==> src/verilog/nfh_pkg.sv <==
// constants, types and helper functions for the nand flash host controller
// assumes one 20 MHz clock and a device that latches on strobe edges only
package nfh_pkg;

  // clock and pin timing in ns
  localparam int CLK_NS = 50;
  localparam int T_WP_NS = 12;
  localparam int T_WH_NS = 10;
  localparam int T_RP_NS = 12;
  localparam int T_REH_NS = 10;
  localparam int T_WHR_NS = 60;

  // least time in ns to whole clock cycles, never below one
  function automatic int cyc_min(input int ns);
    int c;
    c = (ns + CLK_NS - 1) / CLK_NS;
    return (c < 1) ? 1 : c;
  endfunction

  localparam int STROBE_LOW_CYC = (cyc_min(T_WP_NS) > cyc_min(T_RP_NS)) ? cyc_min(T_WP_NS) : cyc_min(T_RP_NS);
  localparam int STROBE_HIGH_CYC = (cyc_min(T_WH_NS) > cyc_min(T_REH_NS)) ? cyc_min(T_WH_NS) : cyc_min(T_REH_NS);
  localparam int TURN_GAP_CYC = cyc_min(T_WHR_NS);

  // device commands
  localparam logic [7:0] CMD_CACHE_RD = 8'h31;
  localparam logic [7:0] CMD_CACHE_LAST = 8'h3f;
  localparam logic [7:0] CMD_PROG_CACHE = 8'h15;
  localparam logic [7:0] CMD_STATUS = 8'h70;
  localparam logic [7:0] CMD_RESET = 8'hff;

  // address layout
  localparam int COL_W = 12;
  localparam int ROW_W = 17;
  localparam logic [2:0] ADDR_LAST_IDX = 3'h4;

  // controller registers, byte offsets on the axi4-lite bus
  localparam int AXI_AW = 8;
  localparam logic [7:0] REG_CMD = 8'h00;
  localparam logic [7:0] REG_COL = 8'h04;
  localparam logic [7:0] REG_ROW = 8'h08;
  localparam logic [7:0] REG_DATA = 8'h0c;
  localparam logic [7:0] REG_RDGO = 8'h10;
  localparam logic [7:0] REG_STAT = 8'h14;
  localparam logic [7:0] REG_CFG = 8'h18;

  // fields
  localparam int CMD_FINAL_BIT = 8;
  localparam int STAT_ENGINE = 0;
  localparam int STAT_READY = 1;
  localparam int STAT_REFUSED = 2;
  localparam int STAT_RST_NEED = 3;
  localparam int STAT_CACHE_RD = 4;
  localparam int CFG_CE = 0;
  localparam int CFG_WP = 1;
  localparam logic [1:0] CFG_RESET = 2'h0;
  localparam logic [1:0] RESP_OKAY = 2'h0;
  localparam logic [1:0] RESP_SLVERR = 2'h2;

  typedef enum logic [1:0] {NFH_K_CMD, NFH_K_ADDR, NFH_K_DWR, NFH_K_DRD} nfh_kind_t;

  // one of the five address bytes, upper unused bits forced low
  function automatic logic [7:0] addr_byte(input logic [2:0] idx, input logic [COL_W-1:0] col,
                                           input logic [ROW_W-1:0] row);
    case (idx)
      3'h0: return col[7:0];
      3'h1: return {4'h0, col[11:8]};
      3'h2: return row[7:0];
      3'h3: return row[15:8];
      default: return {7'h00, row[16]};
    endcase
  endfunction

  // byte-lane merge of a register write
  function automatic logic [31:0] merge(input logic [31:0] old, input logic [31:0] nw, input logic [3:0] strb);
    logic [31:0] r;
    r = old;
    for (int i = 0; i < 4; i++) begin
      if (strb[i]) begin
        r[i*8 +: 8] = nw[i*8 +: 8];
      end
    end
    return r;
  endfunction

endpackage

==> src/verilog/nfh_cycle.sv <==
// one strobe cycle on the flash pins: command, address, data in or data out
// assumes start only while busy is low; io_in comes straight from the pins
module nfh_cycle #(
  parameter int LOW_CYC = nfh_pkg::STROBE_LOW_CYC, // strobe low phase in cycles
  parameter int HIGH_CYC = nfh_pkg::STROBE_HIGH_CYC, // strobe high hold in cycles
  parameter int GAP_CYC = nfh_pkg::TURN_GAP_CYC // bus turnaround after a cycle
) (
  input wire logic aclk, // system clock
  input wire logic aresetn, // synchronous reset, low active
  input wire logic start, // begin one cycle
  input wire nfh_pkg::nfh_kind_t kind, // kind of cycle
  input wire logic [7:0] wr_byte, // byte to drive
  input wire logic [7:0] io_in, // byte port level from pins
  output logic cle, // command latch select
  output logic ale, // address latch select
  output logic we_n, // write strobe, low active
  output logic read_strobe_n, // read strobe, low active
  output logic [7:0] io_out, // byte port drive value
  output logic io_oe, // byte port drive enable
  output logic [7:0] rd_byte, // last byte read
  output logic busy, // cycle in progress
  output logic done // one-cycle pulse at end
);
  import nfh_pkg::*;

  typedef enum logic [1:0] {CY_IDLE, CY_LOW, CY_HIGH, CY_GAP} nfh_cy_state_t;

  if (LOW_CYC < 1 || LOW_CYC > 16 || HIGH_CYC < 1 || HIGH_CYC > 16 || GAP_CYC < 1 || GAP_CYC > 16) begin : g_chk
    $error("nfh_cycle: phase lengths must be 1 to 16");
  end
  if (HIGH_CYC + GAP_CYC < 2) begin : g_chk_rd
    $error("nfh_cycle: read capture needs two cycles after the strobe");
  end

  localparam logic [3:0] LOW_N = 4'(LOW_CYC - 1);
  localparam logic [3:0] HIGH_N = 4'(HIGH_CYC - 1);
  localparam logic [3:0] GAP_N = 4'(GAP_CYC - 1);

  nfh_cy_state_t state;
  logic [3:0] cnt;
  logic is_rd;
  logic [7:0] io_s1;
  logic [7:0] io_s2;
  logic [1:0] rd_pipe;

  // phase decode
  wire logic last = (cnt == 4'h0);
  wire logic low_end = (state == CY_LOW) && last;

  assign busy = (state != CY_IDLE);

  // byte port synchroniser and read capture two edges after the strobe rises
  always_ff @(posedge aclk) begin
    if (!aresetn) begin
      io_s1 <= 8'h00;
      io_s2 <= 8'h00;
      rd_pipe <= 2'h0;
      rd_byte <= 8'h00;
    end else begin
      io_s1 <= io_in;
      io_s2 <= io_s1;
      rd_pipe <= {rd_pipe[0], low_end && is_rd};
      if (rd_pipe[1]) begin
        rd_byte <= io_s2;
      end
    end
  end

  // phase sequencer; pins change only on phase boundaries
  always_ff @(posedge aclk) begin
    if (!aresetn) begin
      state <= CY_IDLE;
      cnt <= 4'h0;
      is_rd <= 1'b0;
      cle <= 1'b0;
      ale <= 1'b0;
      we_n <= 1'b1;
      read_strobe_n <= 1'b1;
      io_out <= 8'h00;
      io_oe <= 1'b0;
      done <= 1'b0;
    end else begin
      done <= 1'b0;
      case (state)
        CY_IDLE: if (start) begin
          state <= CY_LOW;
          cnt <= LOW_N;
          is_rd <= (kind == NFH_K_DRD);
          cle <= (kind == NFH_K_CMD);
          ale <= (kind == NFH_K_ADDR);
          we_n <= (kind == NFH_K_DRD);
          read_strobe_n <= (kind != NFH_K_DRD);
          io_out <= wr_byte;
          io_oe <= (kind != NFH_K_DRD);
        end
        CY_LOW: if (last) begin
          state <= CY_HIGH;
          cnt <= HIGH_N;
          we_n <= 1'b1;
          read_strobe_n <= 1'b1;
        end else begin
          cnt <= cnt - 4'h1;
        end
        CY_HIGH: if (last) begin
          state <= CY_GAP;
          cnt <= GAP_N;
          cle <= 1'b0;
          ale <= 1'b0;
          io_oe <= 1'b0;
        end else begin
          cnt <= cnt - 4'h1;
        end
        CY_GAP: if (last) begin
          state <= CY_IDLE;
          done <= 1'b1;
        end else begin
          cnt <= cnt - 4'h1;
        end
        default: state <= CY_IDLE;
      endcase
    end
  end
endmodule

==> src/verilog/nfh_host.sv <==
// flash host controller: axi4-lite registers in, flash pins out
// assumes a pull-up on ready_busy_n and a device that keeps its own timing
module nfh_host (
  input wire logic aclk, // system clock, 20 MHz
  input wire logic aresetn, // synchronous reset, low active
  input wire logic [nfh_pkg::AXI_AW-1:0] s_axi_awaddr, // write address
  input wire logic s_axi_awvalid, // write address valid
  output logic s_axi_awready, // write address ready
  input wire logic [31:0] s_axi_wdata, // write data
  input wire logic [3:0] s_axi_wstrb, // write byte strobes
  input wire logic s_axi_wvalid, // write data valid
  output logic s_axi_wready, // write data ready
  output logic [1:0] s_axi_bresp, // write response
  output logic s_axi_bvalid, // write response valid
  input wire logic s_axi_bready, // write response ready
  input wire logic [nfh_pkg::AXI_AW-1:0] s_axi_araddr, // read address
  input wire logic s_axi_arvalid, // read address valid
  output logic s_axi_arready, // read address ready
  output logic [31:0] s_axi_rdata, // read data
  output logic [1:0] s_axi_rresp, // read response
  output logic s_axi_rvalid, // read data valid
  input wire logic s_axi_rready, // read data ready
  output logic nand_ce_n, // chip select, low active
  output logic nand_cle, // command latch select
  output logic nand_ale, // address latch select
  output logic nand_we_n, // write strobe, low active
  output logic read_strobe_n, // read strobe, low active
  output logic nand_wp_n, // write protect, low active
  output logic [7:0] byte_port_out, // byte port drive value
  output logic byte_port_oe, // byte port drive enable
  input wire logic [7:0] byte_port_in, // byte port level
  input wire logic ready_busy_n // open-drain ready line, pulled up
);
  import nfh_pkg::*;

  typedef enum logic [1:0] {OP_IDLE, OP_ISSUE, OP_WAIT} nfh_op_state_t;

  nfh_op_state_t op_state;
  nfh_kind_t op_kind;
  logic [7:0] op_byte;
  logic [2:0] op_idx;
  logic [COL_W-1:0] col;
  logic [ROW_W-1:0] row;
  logic [1:0] cfg;
  logic refused;
  logic rst_need;
  logic cache_rd;
  logic last_status;
  logic rb_s1;
  logic rb_s2;
  logic aw_full;
  logic w_full;
  logic [AXI_AW-1:0] aw_addr;
  logic [31:0] w_data;
  logic [3:0] w_strb;
  logic eng_busy;
  logic eng_done;
  logic [7:0] rd_byte;

  // ready line: host only reads it, released high means ready
  always_ff @(posedge aclk) begin
    if (!aresetn) begin
      rb_s1 <= 1'b1;
      rb_s2 <= 1'b1;
    end else begin
      rb_s1 <= ready_busy_n;
      rb_s2 <= rb_s1;
    end
  end
  wire logic dev_ready = rb_s2;

  // write channel capture and decode
  assign s_axi_awready = !aw_full;
  assign s_axi_wready = !w_full;
  wire logic wr_fire = aw_full && w_full && !s_axi_bvalid && (op_state == OP_IDLE);
  wire logic sel_cmd = wr_fire && (aw_addr == REG_CMD);
  wire logic sel_col = wr_fire && (aw_addr == REG_COL);
  wire logic sel_row = wr_fire && (aw_addr == REG_ROW);
  wire logic sel_data = wr_fire && (aw_addr == REG_DATA);
  wire logic sel_rdgo = wr_fire && (aw_addr == REG_RDGO);
  wire logic sel_stat = wr_fire && (aw_addr == REG_STAT);
  wire logic sel_cfg = wr_fire && (aw_addr == REG_CFG);
  wire logic wr_mapped = sel_cmd || sel_col || sel_row || sel_data || sel_rdgo || sel_stat || sel_cfg;

  // gating of orders against device state
  wire logic [7:0] w_cmd = w_data[7:0];
  wire logic w_final = w_data[CMD_FINAL_BIT];
  wire logic cmd_safe = (w_cmd == CMD_STATUS) || (w_cmd == CMD_RESET);
  wire logic cmd_bad = (!cmd_safe && (!dev_ready || rst_need)) || (w_final && w_cmd == CMD_CACHE_RD);
  wire logic addr_bad = !dev_ready || rst_need;
  wire logic data_bad = !dev_ready || rst_need;
  wire logic rd_bad = !dev_ready && !last_status;
  wire logic go_cmd = sel_cmd && !cmd_bad;
  wire logic go_addr = sel_row && !addr_bad;
  wire logic go_data = sel_data && !data_bad;
  wire logic go_rd = sel_rdgo && !rd_bad;
  wire logic set_ref = (sel_cmd && cmd_bad) || (sel_row && addr_bad) || (sel_data && data_bad) || (sel_rdgo && rd_bad);
  wire logic clr_ref = sel_stat && w_data[STAT_REFUSED];
  wire logic [31:0] col_new = merge(32'(col), w_data, w_strb);
  wire logic [31:0] row_new = merge(32'(row), w_data, w_strb);
  wire logic [31:0] cfg_new = merge(32'(cfg), w_data, w_strb);

  always_ff @(posedge aclk) begin
    if (!aresetn) begin
      aw_full <= 1'b0;
      w_full <= 1'b0;
      aw_addr <= '0;
      w_data <= 32'h0;
      w_strb <= 4'h0;
      s_axi_bvalid <= 1'b0;
      s_axi_bresp <= RESP_OKAY;
    end else begin
      if (s_axi_awvalid && !aw_full) begin
        aw_full <= 1'b1;
        aw_addr <= s_axi_awaddr;
      end else if (wr_fire) begin
        aw_full <= 1'b0;
      end
      if (s_axi_wvalid && !w_full) begin
        w_full <= 1'b1;
        w_data <= s_axi_wdata;
        w_strb <= s_axi_wstrb;
      end else if (wr_fire) begin
        w_full <= 1'b0;
      end
      if (wr_fire) begin
        s_axi_bvalid <= 1'b1;
        s_axi_bresp <= wr_mapped ? RESP_OKAY : RESP_SLVERR;
      end else if (s_axi_bready) begin
        s_axi_bvalid <= 1'b0;
      end
    end
  end

  // controller registers and flags; a set wins over a clear in the same cycle
  always_ff @(posedge aclk) begin
    if (!aresetn) begin
      col <= '0;
      row <= '0;
      cfg <= CFG_RESET;
      refused <= 1'b0;
      rst_need <= 1'b0;
      cache_rd <= 1'b0;
      last_status <= 1'b0;
    end else begin
      if (sel_col) begin
        col <= col_new[COL_W-1:0];
      end
      if (sel_row) begin
        row <= row_new[ROW_W-1:0];
      end
      if (sel_cfg) begin
        cfg <= cfg_new[1:0];
      end
      refused <= set_ref || (refused && !clr_ref);
      if (go_cmd) begin
        last_status <= (w_cmd == CMD_STATUS);
        if (w_final && w_cmd == CMD_PROG_CACHE) begin
          rst_need <= 1'b1;
        end else if (w_cmd == CMD_RESET) begin
          rst_need <= 1'b0;
        end
        if (w_cmd == CMD_CACHE_RD) begin
          cache_rd <= 1'b1;
        end else if (w_cmd == CMD_CACHE_LAST || w_cmd == CMD_RESET) begin
          cache_rd <= 1'b0;
        end
      end
    end
  end

  // order sequencer: one pin cycle, or five for an address
  always_ff @(posedge aclk) begin
    if (!aresetn) begin
      op_state <= OP_IDLE;
      op_kind <= NFH_K_CMD;
      op_byte <= 8'h00;
      op_idx <= 3'h0;
    end else begin
      case (op_state)
        OP_IDLE: if (go_cmd || go_addr || go_data || go_rd) begin
          op_state <= OP_ISSUE;
          op_idx <= 3'h0;
          op_byte <= w_data[7:0];
          op_kind <= go_cmd ? NFH_K_CMD : go_addr ? NFH_K_ADDR : go_data ? NFH_K_DWR : NFH_K_DRD;
        end
        OP_ISSUE: op_state <= OP_WAIT;
        OP_WAIT: if (eng_done) begin
          if (op_kind == NFH_K_ADDR && op_idx != ADDR_LAST_IDX) begin
            op_idx <= op_idx + 3'h1;
            op_state <= OP_ISSUE;
          end else begin
            op_state <= OP_IDLE;
          end
        end
        default: op_state <= OP_IDLE;
      endcase
    end
  end

  // byte handed to the pin engine
  wire logic eng_start = (op_state == OP_ISSUE);
  wire logic [7:0] eng_byte = (op_kind == NFH_K_ADDR) ? addr_byte(op_idx, col, row) : op_byte;

  nfh_cycle u_cycle (
    .aclk(aclk),
    .aresetn(aresetn),
    .start(eng_start),
    .kind(op_kind),
    .wr_byte(eng_byte),
    .io_in(byte_port_in),
    .cle(nand_cle),
    .ale(nand_ale),
    .we_n(nand_we_n),
    .read_strobe_n(read_strobe_n),
    .io_out(byte_port_out),
    .io_oe(byte_port_oe),
    .rd_byte(rd_byte),
    .busy(eng_busy),
    .done(eng_done)
  );

  // static pins from the configuration register
  assign nand_ce_n = !cfg[CFG_CE];
  assign nand_wp_n = cfg[CFG_WP];

  // read channel
  wire logic [31:0] stat_word = {27'h0, cache_rd, rst_need, refused, dev_ready, eng_busy || op_state != OP_IDLE};
  wire logic [AXI_AW-1:0] ra = s_axi_araddr;
  wire logic rd_mapped = (ra == REG_CMD) || (ra == REG_COL) || (ra == REG_ROW) || (ra == REG_DATA) ||
                         (ra == REG_RDGO) || (ra == REG_STAT) || (ra == REG_CFG);
  wire logic [31:0] rd_word = (ra == REG_COL) ? 32'(col) : (ra == REG_ROW) ? 32'(row) :
                              (ra == REG_DATA) ? 32'(rd_byte) : (ra == REG_STAT) ? stat_word :
                              (ra == REG_CFG) ? 32'(cfg) : 32'h0;
  assign s_axi_arready = !s_axi_rvalid;

  always_ff @(posedge aclk) begin
    if (!aresetn) begin
      s_axi_rvalid <= 1'b0;
      s_axi_rdata <= 32'h0;
      s_axi_rresp <= RESP_OKAY;
    end else if (s_axi_arvalid && !s_axi_rvalid) begin
      s_axi_rvalid <= 1'b1;
      s_axi_rdata <= rd_word;
      s_axi_rresp <= rd_mapped ? RESP_OKAY : RESP_SLVERR;
    end else if (s_axi_rready) begin
      s_axi_rvalid <= 1'b0;
    end
  end
endmodule

==> config.mk <==
export PLATFORM = sky130hd
export DESIGN_NAME = nfh_host
export DESIGN_NICKNAME = d
export VERILOG_FILES = /design/src/verilog/nfh_pkg.sv /design/src/verilog/nfh_cycle.sv /design/src/verilog/nfh_host.sv
export SDC_FILE = /design/constraint.sdc
export NUM_CORES = 1
export LEC_CHECK = 0
export BUFFER_PORTS_ARGS = -buffer_cell sky130_fd_sc_hd__buf_2
export CORE_MARGIN = 2
export CORE_UTILIZATION = 35
export CTS_CLUSTER_SIZE = 10
export DETAILED_ROUTE_END_ITERATION = 12
export PLACE_DENSITY = 0.53
export SLEW_MARGIN = 20
export SYNTH_ARGS = -nofsm -noshare
export SYNTH_HDL_FRONTEND = slang
export SYNTH_SLANG_ARGS = --single-unit
==> constraint.sdc <==
create_clock -name aclk -period 2 [get_ports aclk]
set_input_delay 0 -clock aclk [delete_from_list [all_inputs] [get_ports aclk]]
set_output_delay 0 -clock aclk [all_outputs]
set_load 0.1 [all_outputs]
Yosys cells after proc, flatten, opt, wreduce, memory -nomap -nowiden
Index checks and enable logic that the tools add are counted.
Widths: inputs -> output; s select.
Operators by class
  equal/unequal tests: 37
  reduce and logical (&&, ||, !) cells: 101
  magnitude comparators: 0
  shifts and indexed selects: 0
  $add $sub $neg: 2
  muxes and demuxes: 53
  multipliers: 0
  div/mod/pow operators: 0
  bitwise gates (word level): 0
Operators with widths (number)
  $eq 8x5->1 const B: 7
  $mux 17: 2
  $eq 8x4->1 const B: 4
  $pmux 8 s4: 1
  $logic_and 1x1->1: 30
  $reduce_and 2->1: 13
  $logic_or 1x1->1: 24
  $mux 2: 11
  $reduce_bool 2->1: 11
  $mux 1: 20
  $eq 8x3->1 const B: 2
  $eq 8x6->1 const B: 2
  $logic_not 8->1: 2
  $mux 4: 4
  $mux 8: 2
  $pmux 4 s4: 1
  $logic_not 1->1: 12
  $ne 2x1->1 const B: 5
  $pmux 1 s2: 5
  $mux 3: 3
  $eq 2x2->1 const B: 4
  $eq 8x7->1 const B: 1
  $eq 8x8->1 const B: 1
  $ne 2x2->1 const B: 4
  other kinds (15): 22
Storage, ports and cells
  RAM bits: 0
  input bits: 68
  memory bits (read-only): 0
  output and inout port bits: 56
  latch bits: 0
  memories: 0
  bits in registers: 167

Depth between registers and ports, before layout
Gate-level depths: netlist of run 1.
  word-level depth: 12
  mapped depth: 9
  gate-level depth less buffers: 7

Hierarchy
A second synthesis of run 1 with hierarchy kept.
Unflattened totals
  cells, all modules: 744
  area total of the unflattened synthesis: 6558.8 um2
By module, submodules not included
  nfh_host: area an instance 4729.5 um2, times used 1, seq. area each 2062.0 um2, cells each 556
  nfh_cycle: area an instance 1829.3 um2, times used 1, seq. area each 940.9 um2, cells each 188

Worst setup path after synthesis of run 1
Ideal clock, no wire load.
  path kind: reg-to-reg
  start point: reg s_axi_rvalid
  end point: reg s_axi_rdata[12]
  stages on the path, launching flop included: 6
  clock period less this slack: 2577 ps
  required time: 1930 ps
  library setup time: 70 ps
  setup slack: -577 ps
  arrival: 2506 ps
  cells stage by stage: dfxtp_1 > inv_1 > nand2_1 > clkbuf_1 > nand2_1 > a21oi_1
On the way
  longest elaborated chain between the ends: 2
Ends and longest elaborated chain
  start: declaration: line nfh_host.sv:21  | output logic s_axi_rvalid,
  start signal: assignment: line nfh_host.sv:239  | s_axi_rvalid <= 1'b0;
  start signal: assignment: line nfh_host.sv:243  | s_axi_rvalid <= 1'b1;
  start signal: assignment: line nfh_host.sv:247  | s_axi_rvalid <= 1'b0;
  $logic_not 1->1
  via s_axi_arready: line nfh_host.sv:18  | output logic s_axi_arready,
  $logic_and 1x1->1: line nfh_host.sv:242  | end else if (s_axi_arvalid && !s_axi_rvalid) begin
  end signal: assignment: line nfh_host.sv:244  | s_axi_rdata <= rd_word;
  end: declaration: line nfh_host.sv:19  | output logic [31:0] s_axi_rdata,
The timed path passes the listed nets, and every way through them passes these cells.
A chain may end at the register's enable or synchronous reset.

Worst setup path after layout of run 1
  start point: reg aw_addr[5]
  end point: reg op_idx[0]
On the way
  longest elaborated chain between the ends: 8
  elaborated cells between the ends (all ways): 17
  classes of those cells: eq/ne (4); reduce/logical (13)
Ends and longest elaborated chain
  start: declaration: line nfh_host.sv:53  | logic [AXI_AW-1:0] aw_addr;
  start signal: assignment: line nfh_host.sv:115  | aw_addr <= s_axi_awaddr;
  $eq 8x4->1 / $logic_not 8->1 (equally long branches): line nfh_host.sv:78, nfh_host.sv:76
  $logic_and 1x1->1, on equally long branches: line nfh_host.sv:78, nfh_host.sv:76
  $logic_and 1x1->1, on equally long branches: line nfh_host.sv:94, nfh_host.sv:93
  $logic_or 1x1->1 (2 in a row): line nfh_host.sv:181  | OP_IDLE: if (go_cmd || go_addr || go_data || go_rd) begin
  $logic_or 1x1->1 (*): line nfh_host.sv:181
  $ne 2x1->1 (no source line) (*)
  $reduce_and 4->1 (no source line) (*)
  end signal: assignment: line nfh_host.sv:190  | op_idx <= op_idx + 3'h1;
  end: declaration: line nfh_host.sv:41  | logic [2:0] op_idx;
Mark *: on every way between the ends. The rest lies on a longest branch, timed or not.

==> results of run 1 <==
==> cell families after synthesis <==
| logic type | share of synthesized area, % |
|---|---|
| and+or+nand+nor | 22.24 |
| AOI/OAI and AO/OA | 15.96 |
| DFF | 46.25 |
| buffers and inverters | 6.147 |
| muxes | 7.092 |
| adders and majority gates | 2.120 |
| other | 0.05776 |
| xor gates and xnor gates | 0.1349 |
==> stage by stage <==
| step | setup slack (ns) | hold WS [ns] | cell area, um2 | power [mW] |
|---|---|---|---|---|
| after CTS | 0.03290 | 0.01569 | 8469 | 7.658 |
| final | 0.02115 | 0.02833 | 8498 | 7.597 |
| after floorplan | 0.02073 | 0.08882 | 6561 | 4.006 |
| after detailed placement | 0.01487 | 0.1848 | 7415 | 4.284 |
| after global placement | -0.001507 | 0.1868 | 7415 | 4.281 |
| after global routing | -0.05077 | 0.03444 | 8498 | 7.904 |
==> final cells by class <==
type | count | area, um2 | area share [%]
multi-input combinational | 539 | 3183 | 37.46
sequential | 150 | 3012 | 35.44
timing repair buffer | 190 | 1339 | 15.75
clock buffer | 19 | 432.9 | 5.094
tap | 229 | 286.5 | 3.372
clock inverter | 13 | 170.2 | 2.002
inverter | 19 | 75.07 | 0.8834
==> power groups by stage <==
stage	clock network, mW	logic [mW]	registers, mW
6_report	3.30	1.15	3.15
5_1_grt	3.51	1.24	3.16
4_1_cts	3.37	1.14	3.14
3_5_place_dp	0	1.07	3.21
3_3_place_gp	0	1.07	3.21
2_1_floorplan	0	0.635	3.37
==> registers in the layout, summed over array words and instances (netlist names), 8 cells and up <==
| signal | count |
|---|---|
| row | 17 |
| s_axi_rdata | 17 |
| w_data | 17 |
| col | 12 |
| aw_addr | 8 |
| op_byte | 8 |
| u_cycle.io_out | 8 |
| u_cycle.io_s1 | 8 |
| u_cycle.io_s2 | 8 |
| u_cycle.rd_byte | 8 |
==> synth_stat cells (all sizes together) (4+ instances only) <==
| cell | number | area share, % |
|---|---|---|
| dfxtp | 150 | 46 |
| nand2 | 88 | 5.1 |
| a21oi | 80 | 6.2 |
| nor2 | 73 | 4.2 |
| mux2i | 46 | 7.1 |
| o21ai | 45 | 3.5 |
| clkbuf | 43 | 2.5 |
| buf | 25 | 2.6 |
| nand3 | 24 | 1.9 |
| and2 | 19 | 1.8 |
| inv | 19 | 1.1 |
| nor3 | 14 | 1.1 |
| nor2b | 12 | 1.2 |
| and3 | 11 | 1.1 |
| ha | 11 | 2.1 |
| nand2b | 9 | 0.87 |
| a222oi | 8 | 1.2 |
| nand4 | 7 | 0.67 |
| nor4 | 7 | 0.91 |
| a22oi | 5 | 0.58 |
| a31oi | 5 | 0.48 |
| nand3b | 5 | 0.58 |
| a211oi | 4 | 0.46 |
| a221oi | 4 | 0.54 |
| nand4b | 4 | 0.54 |
==> routing by layer <==
metal,vias to the layer above,global-route usage (%),part of all wire (%)
li1,2950,-,-
met5,-,0,0
met3,17,3.726,5.0
met4,0,4.785,1.2
met1,2766,27.96,50
met2,153,29.21,44
==> worst min path at each step <==
stage                         start                     endpoint  slack [ns]  cells past startpoint
finish              s_axi_araddr[4]  s_axi_rdata[2]$_SDFFE_PN0P_        0.03                      3
global route                aresetn          cfg[0]$_SDFFE_PN0P_        0.03                      3
CTS                 s_axi_araddr[4]  s_axi_rdata[2]$_SDFFE_PN0P_        0.02                      3
detailed placement     s_axi_rready    s_axi_rvalid$_SDFFE_PN0P_        0.18                      2
global placement       ready_busy_n             rb_s1$_SDFF_PN1_        0.19                      2
floorplan              s_axi_rready    s_axi_rvalid$_SDFFE_PN0P_        0.09                      1
==> worst max-delay path: stages, from the launching register on <==
cell and delay, ns:
dfxtp_1 0.32, nor4_1 0.46, nand4b_1 0.26, a2111o_1 0.43
and3_2 0.26, mux2i_1 0.13
==> timing repair <==
action	4_1_cts	5_1_grt
endpoints found under the setup margin	3	28
resized for setup	1	9
endpoints found under the hold margin	45	0
pin swaps	0	1
hold buffers	45	0
==> out/qor.yml, run 1 <==
worstRegToRegCells: 5
clock-sinks: 150
cp-end-kind: "register"
post-route-util_pct: 46.99
vias: 5886
hold_viol: 0
nets: 996
synth_edf_count: 0
cts_tree: "done"
layout_commonest_cell: "dfxtp_1"
async_reset_ff_share_pct: 0
drive_above_1_share_pct: 21.08
worst_pin_slew_ns: 0.6734
drv_cap: 0
grt_pass1_wl_um: 29480
ant_nets: 0
cp.required_ns: 2.30
post_cts_buffers: 0
synth_flop_cell: "dfxtp_1"
tns_ns: 0
hold_class: "in -> reg"
p_int_mw: 5.424
netlist-cell-type-count: 55
dr.pass1.iters: 6
clkPwrFrac_pct: 43.4
dieArea_um2: 19660
clock_path_buffers: 2
combPwrFrac_pct: 15.2
overflow: 0
seqPwrFrac_pct: 41.4
fp.dieH_um: 140.2
rows: 49
synth_cells: 760
finalMaxSlewViolations: 0
area_growth_pct: 30.89
fill_cells: 1783
p_per_area_nw_per_um2: 894.0
place.detailed.hpwl_um: 13360
finalNonFillerCells: 1159
synth_area_per_cell_um2: 8.543
antenna_found_initial: 0
crit_fanout: 4
gr-usage-all-layers_pct: 19.19
status: "complete, no violations"
grt_pass1_vias: 5365
rrSetupSlack_ns: 0.02
boundaryPins: 124
ys_ff_latch: 150
drt_iter0_drc: 432
final_cell_mix: "dfxtp_1, buf_2, nand2_1"
cts-root-buf: "clkbuf_16"
fmax_ghz: 0.5053
port_buffers: 90
r2r-start: "aw_addr[5]$_SDFFE_PN0P_"
swShare_pct: 28.61
finalWirelength_um: 18870
vias_per_cell: 5.079
arrival_ns: 2.28
maxSlewHeadroom_pct: 55.00
cts_buffers: 17
fin_skew_ns: 0.01312
clk_pin_slew_ns: 0.06
grt_max_degree: 55
core_um2: 18090
critPathKind: "reg -> reg"
yosysSeqAreaShare_pct: 46.25
htreeDepth: 4
total_leakage_power_nw: 3.401
final.min_clock_period_ns: 1.979
setup_viol: 0
antenna_cells: 0
start_util_pct: 35.90
dp_cells: 1082
drc_errors: 0
r2r-end: "op_idx[0]$_SDFFE_PN0P_"
dieWidth_um: 140.2
yosysWarnings: 0
wl_per_cell_um: 16.28
startpoint: "aw_addr[5]$_SDFFE_PN0P_"
ir_drop_v: 0.0005996
insertion_delay_ns: 0.42
finalCritPeriodShare_pct: 98.94
start_kind: "register"
critPathCapture: "op_idx[0]$_SDFFE_PN0P_"
switchingPower_mw: 2.173
gp_congestion: 0.8830
syn-cell-area_um2: 6492
(Power assumes the default switching activity.)
==> inputs of run 2 (changes only) <==
--- a/config.mk
+++ b/config.mk
@@ -10,7 +10,7 @@
 export CORE_UTILIZATION = 35
 export CTS_CLUSTER_SIZE = 10
 export DETAILED_ROUTE_END_ITERATION = 12
-export PLACE_DENSITY = 0.53
+export PLACE_DENSITY = 0.51
 export SLEW_MARGIN = 20
 export SYNTH_ARGS = -nofsm -noshare
 export SYNTH_HDL_FRONTEND = slang
==> constraint.sdc (replaced) <==
create_clock -name aclk -period 2.47 [get_ports aclk]
set_input_delay 0 -clock aclk [delete_from_list [all_inputs] [get_ports aclk]]
set_output_delay 0 -clock aclk [all_outputs]
set_load 0.1 [all_outputs]
==> out/qor.yml, run 2 (synthesis gave the netlist of run 1 again) <==
wl_per_cell_um: 15.77
dr.pass1.iters: 6
p_per_area_nw_per_um2: 748.3
gr-usage-all-layers_pct: 18.11
seqPwrFrac_pct: 41.9
port_buffers: 90
rows: 49
hold_start: "s_axi_araddr[1]"
clock-sinks: 150
worst_hold_path.endpoint: "s_axi_rresp[1]$_SDFFE_PN0P_"
htreeDepth: 4
cts_tree: "done"
worst_pin_slew_ns: 0.8249
final_cell_mix: "dfxtp_1, buf_2, nand2_1"
core_um2: 18090
critPathKind: "reg -> reg"
ir_drop_v: 0.0004565
fmax_ghz: 0.4700
drt_iter0_drc: 339
worstRegToRegCells: 5
dp_cells: 1044
start_util_pct: 35.90
reg_top3: "row (17), s_axi_rdata (17), w_data (17)"
clock_path_buffers: 2
grt_max_degree: 57
rsz0062_at_grt: "no"
arrival_ns: 2.43
final.min_clock_period_ns: 2.128
clkPwrFrac_pct: 44.3
status: "complete, no violations"
grt_busiest_layer: "met2"
gp_congestion: 0.8459
drive_above_1_share_pct: 16.01
r2r-start: "w_data[0]$_SDFFE_PN0P_"
ant_nets: 0
nets: 960
crit_fanout: 8
cp-end-kind: "register"
maxSlewHeadroom_pct: 44.89
hold_buffers: 47
vias_per_cell: 5.135
combPwrFrac_pct: 13.8
grt_pass1_wl_um: 28080
r2r-end: "op_idx[0]$_SDFFE_PN0P_"
p_int_mw: 4.478
seq_area_um2: 3004
cts-root-buf: "clkbuf_16"
total_leakage_power_nw: 3.201
start_kind: "register"
hold_class: "in -> reg"
boundaryPins: 124
rrSetupSlack_ns: 0.34
drv_cap: 0
grt_use_met2_pct: 30.01
insertion_delay_ns: 0.42
finalWirelength_um: 17700
drc_errors: 0
fill_cells: 1749
grt_pass1_vias: 5540
fin_skew_ns: 0.005693
layout_commonest_cell: "dfxtp_1"
cts_resized: 0
antenna_cells: 0
place.detailed.hpwl_um: 12470
antenna_found_initial: 0
finalNonFillerCells: 1122
fp.dieH_um: 140.2
cts_buffers: 17
met1_usage_pct: 23.22
switchingPower_mw: 1.646
multiInputGateArea_um2: 3157
met3_usage_pct: 4.547
hold_viol: 0
finalCritPeriodShare_pct: 86.14
area_growth_pct: 26.04
vias: 5762
swShare_pct: 26.87
clk_pin_slew_ns: 0.06
hold_depth: 3
cp.required_ns: 2.77
dieWidth_um: 140.2
finalMaxSlewViolations: 0
dieArea_um2: 19660
tns_ns: 0
overflow: 0
finalPower_mw: 6.123
post_cts_buffers: 0
setup_viol: 0
==> run 2: layout make-up <==
class / instances / area share [%]
tap: 229 / 3.502
timing repair buffer: 154 / 12.81
multi-input combinational: 539 / 38.58
clock buffer: 23 / 5.719
sequential: 150 / 36.71
inverter: 19 / 0.8716
clock inverter: 8 / 1.804
==> run 2: worst max path at each step <==
| stage | start | endpoint | cells past startpoint |
|---|---|---|---|
| floorplan | s_axi_bvalid$_SDFFE_PN0P_ | op_idx[0]$_SDFFE_PN0P_ | 5 |
| global placement | w_data[1]$_SDFFE_PN0P_ | op_idx[2]$_SDFFE_PN0P_ | 5 |
| detailed placement | w_data[1]$_SDFFE_PN0P_ | op_idx[2]$_SDFFE_PN0P_ | 5 |
| CTS | w_data[1]$_SDFFE_PN0P_ | op_idx[0]$_SDFFE_PN0P_ | 5 |
| global route | aw_addr[4]$_SDFFE_PN0P_ | col[3]$_SDFFE_PN0P_ | 5 |
| finish | w_data[0]$_SDFFE_PN0P_ | op_idx[0]$_SDFFE_PN0P_ | 5 |
==> run 2: critical path, cell delays in order (launching register included) <==
cell and delay (ns):
dfxtp_1 0.54, nand4_1 0.18, or3_4 0.45, a2111o_1 0.44
and3_1 0.26, mux2i_1 0.15
==> run 2: power by group through the flow <==
stage | clock network [mW] | logic (mW) | registers (mW)
final | 2.72 | 0.844 | 2.56
after detailed placement | 0 | 0.786 | 2.62
after global placement | 0 | 0.773 | 2.62
after CTS | 2.77 | 0.846 | 2.56
after floorplan | 0 | 0.514 | 2.73
after global routing | 2.89 | 0.919 | 2.57
==> run 2: metal layers <==
| layer | up-vias | wire length, um |
|---|---|---|
| met5 | - | 0 |
| met4 | 0 | 301 |
| met3 | 21 | 922 |
| met2 | 156 | 8288 |
| met1 | 2724 | 8187 |
| li1 | 2861 | - |
==> run 2: metrics by stage <==
stage	cell area, um2	utilization (%)	hold WS, ns	worst slack (ns)
floorplan	6554	-	0.09151	0.3423
global placement	7097	39.24	0.1791	0.3845
detailed placement	7097	39.24	0.1890	0.3208
CTS	8183	45.24	0.01948	0.3182
global route	8183	45.24	0.06343	0.2190
finish	8183	45.24	0.03737	0.3423
